==> config.mk <==
export PLATFORM = sky130hd
export DESIGN_NAME = pmw_decode
export DESIGN_NICKNAME = d
export VERILOG_FILES = /design/src/pmw_pkg.sv /design/src/pmw_decode.sv
export VERILOG_INCLUDE_DIRS = /design/src
export SDC_FILE = /design/constraint.sdc
export NUM_CORES = 1
export LEC_CHECK = 0
export ABC_AREA = 1
export ABC_CLOCK_PERIOD_IN_PS = 4500
export BUFFER_PORTS_ARGS = -buffer_cell sky130_fd_sc_hd__buf_2
export CAP_MARGIN = 20
export CORE_ASPECT_RATIO = 0.9
export CORE_MARGIN = 10
export CORE_UTILIZATION = 54
export DETAILED_ROUTE_END_ITERATION = 10
export HOLD_SLACK_MARGIN = 0.1
export MAX_ROUTING_LAYER = met4
export PLACE_DENSITY = 0.83
export SYNTH_ARGS = -nofsm -noshare
export SYNTH_HDL_FRONTEND = slang
export SYNTH_SLANG_ARGS = --single-unit
==> constraint.sdc <==
create_clock -name clk_sys -period 4.5 [get_ports clk_sys]
set_input_delay 1.35 -clock clk_sys [delete_from_list [all_inputs] [get_ports clk_sys]]
set_output_delay 1.35 -clock clk_sys [all_outputs]
set_load 0.05 [all_outputs]
==> src/pmw_cfg.svh <==
`ifndef PMW_CFG_SVH
`define PMW_CFG_SVH
// unpacked window (one location per dword), byte offsets
`define PMW_U_C0_DATA_END 20'h3fffc
`define PMW_U_C0_PRAM_BASE 20'h40000
`define PMW_U_C0_PRAM_END 20'h4fffc
`define PMW_U_C0_PROM_BASE 20'h50000
`define PMW_U_C0_PROM_END 20'h53ffc
`define PMW_U_C1_DATA_BASE 20'h80000
`define PMW_U_C1_DATA_END 20'h9fffc
`define PMW_U_C1_PRAM_BASE 20'hc0000
`define PMW_U_C1_PRAM_END 20'hcfffc
`define PMW_U_C1_PROM_BASE 20'hd0000
`define PMW_U_C1_PROM_END 20'hd3ffc
// packed window (two locations per dword)
`define PMW_P_C0_DATA_END 20'h17ffc
// data ram block strides, as shifts of the byte offset
`define PMW_DSTRIDE_SHIFT 16
`define PMW_PSTRIDE_SHIFT 15
`endif

==> src/pmw_pkg.sv <==
package pmw_pkg;
  typedef enum logic [2:0] {
    PMW_RG_NONE,
    PMW_RG_C0_DATA,
    PMW_RG_C0_PRAM,
    PMW_RG_C0_PROM,
    PMW_RG_C1_DATA,
    PMW_RG_C1_PRAM,
    PMW_RG_C1_PROM
  } pmw_region_t;
endpackage : pmw_pkg

==> src/pmw_decode.sv <==
`timescale 1ns/1ps
`default_nettype none
`include "pmw_cfg.svh"
// Operation
// RULE_01 - unpacked window: one DSP location per dword, locations four bytes apart
// RULE_02 - unpacked 16-bit data: bits 15..8 lane 2, bits 7..0 lane 1
// RULE_03 - unpacked 24-bit program: lanes 2,1,0 carry bits 23..0, lane 3 unused
// RULE_04 - unpacked: first core data RAM blocks 0..3 at 64 KB strides from zero
// RULE_05 - unpacked: first core program RAM at 0x40000..0x4fffc, 24-bit layout
// RULE_06 - unpacked: first core ROM 0x50000..0x53ffc, then reserved to second core
// RULE_07 - unpacked: second core data blocks 0,1 at 0x80000 and 0x90000
// RULE_08 - unpacked: second core program RAM 0xc0000..0xcfffc, 24-bit layout
// RULE_09 - unpacked: second core ROM 0xd0000..0xd3ffc, rest of 1 MB reserved
// RULE_10 - packed: two 16-bit words per dword, high byte on upper lane
// RULE_11 - packed: first core data blocks 0..2 at 32 KB strides, end 0x17ffc
// RULE_12 - packed access to 24-bit memory moves upper 16 bits only
// RULE_13 - claim accesses only while memory-space enable is set
// RULE_14 - reserved reads zero, writes dropped; ROM and unused lanes not written
// RULE_15 - packed: lower location on lanes 1..0, next on lanes 3..2
module pmw_decode #(
  parameter int AW = 20,
  parameter int MW = 16
) (
  input wire logic clk_sys,
  input wire logic rst_n,
  input wire logic mem_en,
  input wire logic req,
  input wire logic packed_sel,
  input wire logic wr,
  input wire logic [AW-1:0] offset,
  input wire logic [3:0] byte_en,
  input wire logic [31:0] wdata,
  output logic claim,
  output logic ack,
  output logic [31:0] rdata,
  output logic mem_req,
  output logic mem_wr,
  output logic [2:0] mem_region,
  output logic [MW-1:0] mem_index,
  output logic mem_pair,
  output logic [23:0] mem_wdata,
  output logic [2:0] mem_bytesel,
  input wire logic mem_ack,
  input wire logic [23:0] mem_rdata0,
  input wire logic [23:0] mem_rdata1
);
  // ----------------------------------------------------------------
  // address decode
  // ----------------------------------------------------------------
  pmw_pkg::pmw_region_t rg;
  logic [MW-1:0] idx;
  logic wide;
  logic rom;

  always_comb begin
    rg = pmw_pkg::PMW_RG_NONE;
    idx = '0;
    if (!packed_sel) begin
      idx = MW'(offset[AW-1:2]); // RULE_01
      if (offset <= `PMW_U_C0_DATA_END) begin
        rg = pmw_pkg::PMW_RG_C0_DATA; // RULE_04
      end else if (offset >= `PMW_U_C0_PRAM_BASE && offset <= `PMW_U_C0_PRAM_END) begin
        rg = pmw_pkg::PMW_RG_C0_PRAM; // RULE_05
      end else if (offset >= `PMW_U_C0_PROM_BASE && offset <= `PMW_U_C0_PROM_END) begin
        rg = pmw_pkg::PMW_RG_C0_PROM; // RULE_06
      end else if (offset >= `PMW_U_C1_DATA_BASE && offset <= `PMW_U_C1_DATA_END) begin
        rg = pmw_pkg::PMW_RG_C1_DATA; // RULE_07
      end else if (offset >= `PMW_U_C1_PRAM_BASE && offset <= `PMW_U_C1_PRAM_END) begin
        rg = pmw_pkg::PMW_RG_C1_PRAM; // RULE_08
      end else if (offset >= `PMW_U_C1_PROM_BASE && offset <= `PMW_U_C1_PROM_END) begin
        rg = pmw_pkg::PMW_RG_C1_PROM; // RULE_09
      end
    end else begin
      // each dword holds two locations: index of the lower one, the upper one for a lanes 3..2 write
      idx = MW'({offset[AW-1:2], (wr && byte_en[1:0] == 2'h0)}); // RULE_11 RULE_15
      if (offset <= `PMW_P_C0_DATA_END) begin
        rg = pmw_pkg::PMW_RG_C0_DATA; // RULE_11
      end
    end
  end

  assign wide = (rg == pmw_pkg::PMW_RG_C0_PRAM) || (rg == pmw_pkg::PMW_RG_C0_PROM) ||
                (rg == pmw_pkg::PMW_RG_C1_PRAM) || (rg == pmw_pkg::PMW_RG_C1_PROM);
  assign rom = (rg == pmw_pkg::PMW_RG_C0_PROM) || (rg == pmw_pkg::PMW_RG_C1_PROM);

  // ----------------------------------------------------------------
  // transfer control
  // ----------------------------------------------------------------
  typedef enum logic [1:0] {PMW_IDLE, PMW_WAIT, PMW_DONE} pmw_state_t;
  pmw_state_t state_r;
  logic hit;

  assign claim = req && mem_en && state_r == PMW_IDLE; // RULE_13
  assign hit = rg != pmw_pkg::PMW_RG_NONE;

  // lanes written per layout; rom and unused lanes are never written
  logic [2:0] bsel;
  logic [23:0] wlay;
  always_comb begin
    bsel = 3'h0;
    wlay = 24'h0;
    if (packed_sel) begin
      // one word per access: lanes 1..0 win over lanes 3..2
      if (byte_en[1:0] != 2'h0) begin
        wlay = {8'h0, wdata[15:0]}; // RULE_15
        bsel = {1'b0, byte_en[1], byte_en[0]};
      end else begin
        wlay = {8'h0, wdata[31:16]}; // RULE_10
        bsel = {1'b0, byte_en[3], byte_en[2]};
      end
      // wide memory takes the word in its upper sixteen bits
      if (wide) begin
        wlay = {wlay[15:0], 8'h0}; // RULE_12
        bsel = {bsel[1:0], 1'b0};
      end
    end else if (wide) begin
      wlay = wdata[23:0]; // RULE_03
      bsel = byte_en[2:0];
    end else begin
      wlay = {8'h0, wdata[23:8]}; // RULE_02
      bsel = {1'b0, byte_en[2:1]};
    end
    if (rom) begin
      bsel = 3'h0; // RULE_14
    end
  end

  always_ff @(posedge clk_sys or negedge rst_n) begin
    if (!rst_n) begin
      state_r <= PMW_IDLE;
    end else begin
      case (state_r)
        PMW_IDLE: if (claim) state_r <= hit ? PMW_WAIT : PMW_DONE; // RULE_14
        PMW_WAIT: if (mem_ack) state_r <= PMW_DONE;
        PMW_DONE: state_r <= PMW_IDLE;
        default: state_r <= PMW_IDLE;
      endcase
    end
  end

  always_ff @(posedge clk_sys or negedge rst_n) begin
    if (!rst_n) begin
      mem_req <= 1'b0;
      mem_wr <= 1'b0;
      mem_region <= 3'h0;
      mem_index <= '0;
      mem_pair <= 1'b0;
      mem_wdata <= 24'h0;
      mem_bytesel <= 3'h0;
    end else begin
      if (state_r == PMW_IDLE && claim && hit) begin
        mem_req <= 1'b1;
        mem_wr <= wr;
        mem_region <= rg;
        mem_index <= idx;
        mem_pair <= packed_sel;
        mem_wdata <= wlay;
        mem_bytesel <= bsel;
      end else if (mem_ack) begin
        mem_req <= 1'b0;
      end
    end
  end

  // ----------------------------------------------------------------
  // read data steering
  // ----------------------------------------------------------------
  logic [31:0] rlay;
  always_comb begin
    rlay = 32'h0;
    if (mem_pair) begin
      // wide memory: only the upper sixteen bits travel
      rlay = {mem_rdata1[23:8], mem_rdata0[23:8]}; // RULE_12
      if (mem_region == pmw_pkg::PMW_RG_C0_DATA || mem_region == pmw_pkg::PMW_RG_C1_DATA) begin
        rlay = {mem_rdata1[15:0], mem_rdata0[15:0]}; // RULE_15
      end
    end else if (mem_region == pmw_pkg::PMW_RG_C0_DATA || mem_region == pmw_pkg::PMW_RG_C1_DATA) begin
      rlay = {8'h0, mem_rdata0[15:0], 8'h0}; // RULE_02
    end else begin
      rlay = {8'h0, mem_rdata0}; // RULE_03
    end
  end

  always_ff @(posedge clk_sys or negedge rst_n) begin
    if (!rst_n) begin
      rdata <= 32'h0;
    end else if (state_r == PMW_IDLE && claim && !hit) begin
      rdata <= 32'h0; // RULE_14
    end else if (state_r == PMW_WAIT && mem_ack) begin
      rdata <= mem_wr ? 32'h0 : rlay;
    end
  end

  assign ack = state_r == PMW_DONE;

  // ----------------------------------------------------------------
  // checks
  // ----------------------------------------------------------------
  a_claim_gated: assert property (@(posedge clk_sys) disable iff (!rst_n) // RULE_13
    state_r == PMW_IDLE && !mem_en |-> !claim ##1 state_r == PMW_IDLE && !mem_req)
    else $error("claim without memory enable");
  a_rom_nowrite: assert property (@(posedge clk_sys) disable iff (!rst_n)
    mem_req && (mem_region == 3'(pmw_pkg::PMW_RG_C0_PROM) || mem_region == 3'(pmw_pkg::PMW_RG_C1_PROM))
    |-> mem_bytesel == 3'h0) else $error("rom lane write"); // RULE_14
  a_resv_zero: assert property (@(posedge clk_sys) disable iff (!rst_n)
    state_r == PMW_IDLE && claim && !hit |=> ack && rdata == 32'h0) else $error("reserved not zero"); // RULE_14
  a_unp_lane3: assert property (@(posedge clk_sys) disable iff (!rst_n)
    ack && !mem_pair |-> rdata[31:24] == 8'h0) else $error("lane 3 used"); // RULE_03
  a_c1_prom: assert property (@(posedge clk_sys) disable iff (!rst_n)
    claim && !packed_sel && offset == `PMW_U_C1_PROM_END |=> mem_region == 3'(pmw_pkg::PMW_RG_C1_PROM))
    else $error("second core rom miss"); // RULE_09
  a_c0_pram: assert property (@(posedge clk_sys) disable iff (!rst_n)
    claim && state_r == PMW_IDLE && !packed_sel && offset == `PMW_U_C0_PRAM_BASE
    |=> mem_req && mem_region == 3'(pmw_pkg::PMW_RG_C0_PRAM) && mem_index == MW'(16'h0)) else $error("pram"); // RULE_05
  a_pk_end: assert property (@(posedge clk_sys) disable iff (!rst_n)
    claim && state_r == PMW_IDLE && packed_sel && offset > `PMW_P_C0_DATA_END |=> !mem_req && ack)
    else $error("packed beyond map"); // RULE_11
  a_unp_index: assert property (@(posedge clk_sys) disable iff (!rst_n)
    claim && state_r == PMW_IDLE && hit && !packed_sel |=> mem_index == MW'($past(offset) >> 2))
    else $error("index not dword"); // RULE_01
  a_pk_lower: assert property (@(posedge clk_sys) disable iff (!rst_n) // RULE_15
    claim && state_r == PMW_IDLE && hit && packed_sel && !wr |=> mem_req && mem_pair && !mem_index[0])
    else $error("packed read not at lower location");
  c_pk_read: cover property (@(posedge clk_sys) ack && mem_pair && !mem_wr);
  c_pk_write: cover property (@(posedge clk_sys) ack && mem_pair && mem_wr);
  c_unp_write: cover property (@(posedge clk_sys) ack && !mem_pair && mem_wr);
  c_resv: cover property (@(posedge clk_sys) claim && !hit);
endmodule : pmw_decode
`default_nettype wire

==> metrics.txt, run 1 <==
status finished clean; Post-Route Setup TNS 0 ns; reg-to-reg setup timing slack about 1.7 ns; largest net degree at the start of global routing 84; syn nets roughly 870; Cell Area, Synth a little over 5000 µm²; synth warn 0; I/O Pins around 190; most frequent CP cell nand2_1; RSZ-0062 raised after global routing no; CTS max path bufs 2; reg2reg end rdata[0]; Buffers on Ports about 190; Tot GR Track Use approximately a quarter; peak supply drop between 300 and 400 µV; # H-tree levels 3; Worst setup EP type register; antenna violations before repair 0; Layout fillers 873; Max-Cap Viols 0; max-slew violations 0; die width ~120 µm; Post-DP Area between 6000 and 7000 µm²; Initial Util between 50% and 60%; share of layout cells above drive strength 1 25.32%; vias in the first global route about 5300; Cells after Synth approximately 760; TritonCTS Buffers 9; WP buf/inv 2; Die Height 111.8 µm; routability-driven placement congestion ratio approximately 0.94; global route overflow 0; Worst Clk Skew approximately 0.013 ns; hold-critical path depth 2; element type at the critical path start input port; # nets final slightly above 1000; Wirelength per Cell roughly 16 µm; clk_lat worst skew about 0.36 ns; r2r startpoint mem_pair; R2R depth 6; Arr. time, crit path around 3.7 ns; n_diodes 0; syn avg cell area ~6.7 µm²; worst hold path type register to register; DR iter-0 viols roughly 710; Clock Root Buffer clkbuf_8; Finished Layout Cells ~1100; PwrDens 579.1 nW/µm²; #FFs+latches synth 83; final WL about 17000 µm; CP Depth 13; # resized after CTS 0; Worst Tran Pin Value 0.8886 ns; Final setup violation count 0; register area share after synthesis between 40 and 50%; WHS between 0.4 and 0.5 ns; worst-path fanout max 20; Fmax ~290 MHz; min cycle time layout 3.443 ns; period utilisation layout between 70% and 80%; Leak between 3 and 4 nW; Clock Sinks between 80 and 90; clk slew on worst S/H paths around 0.1 ns; Pre-antenna DRT Iters 5; CP required about 4.8 ns; Residual DRC 0; Synth-to-Final Area Change 23.19%; Post-DRT Antenna Nets 0; crit path to mem_wdata[19]; CORE AREA a little over 9000 µm²; CTS tree done; Setup CP Type input port to register; Cells after DPL a little over 1000; hold buffer count at CTS 0; Final Cell Area about 6200 µm²; global-route wire length before repair between 20000 and 30000 µm; routed vias 5638; kind of cell adding the most delay to the critical path simple AND/OR/NAND/NOR gates; FP Rows 33; Rel. slew slack just over 40%; Final Hold Viols 0; via/cell ratio 5.349; count of cell types in the netlist 33; Post-CTS Repair Setup Buffers 0; slowest stage cell, crit path nand2_1; cells along the critical path buf_2, nand2_1, inv_2, nand2_1, nor2_2, nand3_1, nand2_1, nand2_2, nand3_2, nand3_2, nand2_1, nand2_2, o21ai_0; HPWL after detailed placement 12580 µm; Die ar. around 14000 µm²; CP max stage delay approximately 0.66 ns; Worst Setup SP offset[3]
[logic make-up (layout without fill, tap and decap cells)]
kind of cell           Yosys count  count (layout)  synth area share, %
and+or+nand+nor                436             436                35.92
DFF                             83              83                41.12
muxes                            2               2               0.3963
buffers and inverters          108             284                9.016
AOI/OAI and AO/OA              127             127                13.55
[how the worst min path moves through the flow]
stage	startpoint	endpoint	slack, ns
floorplan	state_r[1]	state_r[0]	0.52
global placement	rdata[20]	rdata[20]	0.45
detailed placement	rdata[9]	rdata[9]	0.45
CTS	rdata[9]	rdata[9]	0.48
global route	rdata[11]	rdata[11]	0.49
finish	rdata[9]	rdata[9]	0.47
[worst register-to-register path: cells and delay by family (launching register included)]
family          cells  cell delay [ns]
compound gates      1             0.28
buf+inv             2             0.64
simple gates        3             0.98
flops               1             0.79
[routing by layer]
| layer | share of wire, % | GRT usage (%) |
|---|---|---|
| met4 | 1.8 | 5.798 |
| met5 | 0 | - |
| met1 | 42 | 30.45 |
| met2 | 46 | 37.91 |
| met3 | 11 | 5.657 |
[cell usage in the layout, fill, tap and decap left out, types with 3 or more instances in the layout]
cell	Yosys	final
o21a_1	7	7
o21ai_0	70	70
nor3_1	3	3
nand2_2	4	4
nand3_2	3	3
a21oi_1	35	35
nor2_1	74	73
buf_4	3	6
o22ai_1	7	7
and3_1	4	4
inv_1	62	62
nand3_1	73	73
dfrtp_1	83	83
inv_2	4	4
nor2_2	6	7
nand2_1	260	260
buf_2	10	192
clkbuf_8	0	9
nand4_1	6	6
[state kept, by name, summed over array words and instances, names as in the netlist]
| name | count |
|---|---|
| mem_wr | 1 |
| mem_wdata | 24 |
| mem_pair | 1 |
| mem_req | 1 |
| mem_region | 3 |
| state_r | 2 |
| mem_index | 16 |
| mem_bytesel | 3 |
| rdata | 32 |
[Yosys cell counts, drive strengths merged]
cell / number / share of area [%]
nor2: 80 / 6.2
a21oi: 36 / 3.6
nand4: 6 / 0.74
buf: 17 / 2.2
mux2i: 2 / 0.40
nand3: 76 / 7.8
nand3b: 1 / 0.15
clkinv: 2 / 0.15
inv: 67 / 5.0
and3: 4 / 0.50
clkbuf: 22 / 1.7
a221o: 2 / 0.40
o21ai: 73 / 7.3
nand2: 265 / 20
nor4: 1 / 0.12
dfrtp: 83 / 41
o21a: 7 / 1.0
nor3: 3 / 0.30
o211ai: 2 / 0.30
o22ai: 7 / 0.87
[through the flow]
stage / util [%] / total power [mW] / setup WS [ns]
finish: 68.19 / 3.603 / 1.057
global route: 68.19 / 3.808 / 0.7715
CTS: 67.89 / 3.615 / 1.144
detailed placement: 65.95 / 3.104 / 0.7572
global placement: 65.95 / 3.083 / 0.7872
floorplan: - / 2.583 / 1.327
[report_power, final]
| part | internal, mW | switching (mW) |
|---|---|---|
| clock | 0.208 | 0.298 |
| combinational | 0.428 | 1.51 |
| sequential | 0.992 | 0.162 |
| total | 1.63 | 1.98 |
[area by class of cell]
cell class                      count  area, µm²  share of cell area [%]
Clock buffer                       10      127.6                   2.051
Inverter                           69      261.5                   4.203
Sequential cell                    83       2077                   33.38
Timing Repair Buffer              199       1033                   16.61
Tap cell                          122      152.6                   2.453
Multi-Input combinational cell    565       2521                   40.52
Clock inverter                      6      48.80                  0.7842
Power figures use the tool's default switching activity.
==> run 2, diff against run 1 <==
--- a/config.mk
+++ b/config.mk
@@ -7,16 +7,16 @@
 export NUM_CORES = 1
 export LEC_CHECK = 0
 export ABC_AREA = 1
-export ABC_CLOCK_PERIOD_IN_PS = 4500
+export ABC_CLOCK_PERIOD_IN_PS = 2800
 export BUFFER_PORTS_ARGS = -buffer_cell sky130_fd_sc_hd__buf_2
 export CAP_MARGIN = 20
 export CORE_ASPECT_RATIO = 0.9
 export CORE_MARGIN = 10
-export CORE_UTILIZATION = 54
+export CORE_UTILIZATION = 45
 export DETAILED_ROUTE_END_ITERATION = 10
 export HOLD_SLACK_MARGIN = 0.1
 export MAX_ROUTING_LAYER = met4
-export PLACE_DENSITY = 0.83
+export PLACE_DENSITY = 0.73
 export SYNTH_ARGS = -nofsm -noshare
 export SYNTH_HDL_FRONTEND = slang
 export SYNTH_SLANG_ARGS = --single-unit
==> constraint.sdc (replaced) <==
create_clock -name clk_sys -period 2.8 [get_ports clk_sys]
set_input_delay 0.84 -clock clk_sys [delete_from_list [all_inputs] [get_ports clk_sys]]
set_output_delay 0.84 -clock clk_sys [all_outputs]
set_load 0.05 [all_outputs]
==> run 2 against run 1 <==
Net effect: final area increased by 4.2%; largest cell class unchanged; non-clock buffer count up 14; combinational power rose by 65%; sequential power up 59%; clock-buffer cell count unchanged; worst hold slack worse by 0.0088 ns; total power up 71%; first-iteration DRC count down 18%.
==> metrics.txt, run 2 (synthesis gave the netlist of run 1 again) <==
r2r startpoint mem_pair; n_diodes 0 (unchanged); min cycle time layout approximately 2.4 ns; Arr. time, crit path 2.66 ns (-1.05 ns); global-route wire length before repair 28350 µm (+6.8%); Buffers on Ports 193 (unchanged); reg2reg end rdata[28]; Leak 3.705 nW (+3.0%); most common cell after layout, fill and taps aside nand2_1; DR iter-0 viols 583 (-18%); Clock Sinks 83 (unchanged); TritonCTS Buffers 9 (unchanged); largest net degree at the start of global routing 44 (-48%); Residual DRC 0 (unchanged); die width 131.7 µm (+8.0%); peak supply drop 570.2 µV (+67%); Finished Layout Cells 1098 (+4.2%); slowest stage cell, crit path inv_2; Die Height 120.5 µm (+7.8%); CP max stage delay 0.24 ns (-0.42 ns); Post-DRT Antenna Nets 0 (unchanged); PwrDens 950.5 nW/µm² (+64%); R2R depth 9 (+3); CP required 3.03 ns (-1.74 ns); clk_lat worst skew 0.34 ns (-0.02 ns); CORE AREA 10900 µm² (+19%); HPWL after detailed placement 13440 µm (+6.8%); Tot GR Track Use 22.27% (-1.8 points); Final setup violation count 0 (unchanged); CTS tree done; Worst Tran Pin Value 0.5979 ns (-0.2908 ns); routing usage on met1 29.51% (-0.94 points); # nets final 1052 (+1.3%); met2 usage 34.50% (-3.4 points); Rel. slew slack 60.14% (+19 points); Max-Cap Viols 0 (unchanged); antenna violations before repair 0 (unchanged); crit path to rdata[25]; Post-CTS Repair Setup Buffers 0 (unchanged); most frequent cells in the layout nand2_1, buf_2, dfrtp_1, nor2_1, nand3_1; share of layout cells above drive strength 1 26.43% (+1.1 points); Wirelength per Cell 15.98 µm (+0.57%); max-slew violations 0 (unchanged); cells along the critical path buf_2, nand2_1, inv_2, nand2_1, nor2_2, nand2_1, nand2_1, nand2_1, nand2_2, nand3_2, nand2_2, nand3_2, o21ai_2, inv_2, nand2_1, nand2_1; met3 Use GR 4.884% (-0.77 points); status finished clean; # resized after CTS 0 (unchanged); Cells after DPL 1082 (+4.3%); I/O Pins 194 (unchanged); RSZ-0062 raised after global routing no; vias in the first global route 5414 (+1.3%); reg-to-reg setup timing slack 0.72 ns (-1.02 ns); max FFs per register 32 (unchanged); # H-tree levels 3 (unchanged); biggest regs rdata (32), mem_wdata (24), mem_index (16); Top reg by flops rdata; Die ar. 15870 µm² (+16%); Clock Root Buffer clkbuf_16; Final Hold Viols 0 (unchanged); most frequent CP cell nand2_1; Fmax around 410 MHz; global route overflow 0 (unchanged); Worst setup EP type register; FP Rows 36 (+9.1%); Pre-antenna DRT Iters 5 (unchanged); routed vias 5601 (-0.66%); worst hold path type register to register; via/cell ratio 5.101 (-4.6%); Worst Setup SP offset[3]; element type at the critical path start input port; Pwr Total 6.162 mW (+71%); post-place setup slack 0.003651 ns (-0.7536 ns); worst-path fanout max 32 (+60%); post-layout worst setup margin 0.3736 ns (-0.6837 ns); Setup CP Type input port to register; period utilisation layout around 87%; final WL 17540 µm (+4.8%); Worst Clk Skew 0.007722 ns (-0.005684 ns); Synth-to-Final Area Change 28.34%; clk slew on worst S/H paths 0.07 ns (-0.03 ns); CTS max path bufs 2 (unchanged); routability-driven placement congestion ratio 0.9119 (-3.0%); Initial Util 46.34% (-9.0 points); Post-Route Setup TNS 0 ns (unchanged); hold buffer count at CTS 0 (unchanged); busiest grt layer met2
==> run 2: layer usage <==
layer	wire length [µm]	share of wire [%]
met1	8043	46
met4	234	1.3
met3	1247	7.1
met5	0	0
met2	8017	46
==> run 2: critical path: cells and delay by family <==
family	cells	cell delay, ns
compound gates	1	0.15
simple gates	12	1.20
buf+inv	3	0.47
==> run 2: where the power goes <==
group / internal [mW] / switching, mW
Sequential: 1.60 / 0.232
Combinational: 0.719 / 2.48
Clock: 0.608 / 0.526
==> run 2: how the worst min path moves through the flow <==
| stage | startpoint | to | slack (ns) | cells after the start |
|---|---|---|---|---|
| after floorplan | state_r[1] | state_r[0] | 0.52 | 3 |
| after global placement | rdata[1] | rdata[1] | 0.45 | 2 |
| after detailed placement | rdata[9] | rdata[9] | 0.45 | 2 |
| after CTS | rdata[5] | rdata[5] | 0.47 | 2 |
| after global routing | rdata[21] | rdata[21] | 0.48 | 2 |
| final | rdata[21] | rdata[21] | 0.46 | 2 |
==> run 2: area by class of cell <==
class                      instances  area [µm²]
clock inverter                     6       47.55
tap                              152       190.2
sequential                        83        2077
inverter                          69       261.5
multi-input combinational        565        2521
fill                            1107        4418
clock buffer                      10       229.0
timing repair buffer             213        1156
==> run 2: through the flow <==
step                      utilization, %  hold WS [ns]  area [µm²]
after detailed placement           56.93        0.4546        6206
after CTS                          59.47        0.4705        6482
final                              59.47        0.4647        6482
after global placement             56.93        0.4497        6206
after global routing               59.47        0.4819        6482
after floorplan                        -        0.5200        5051
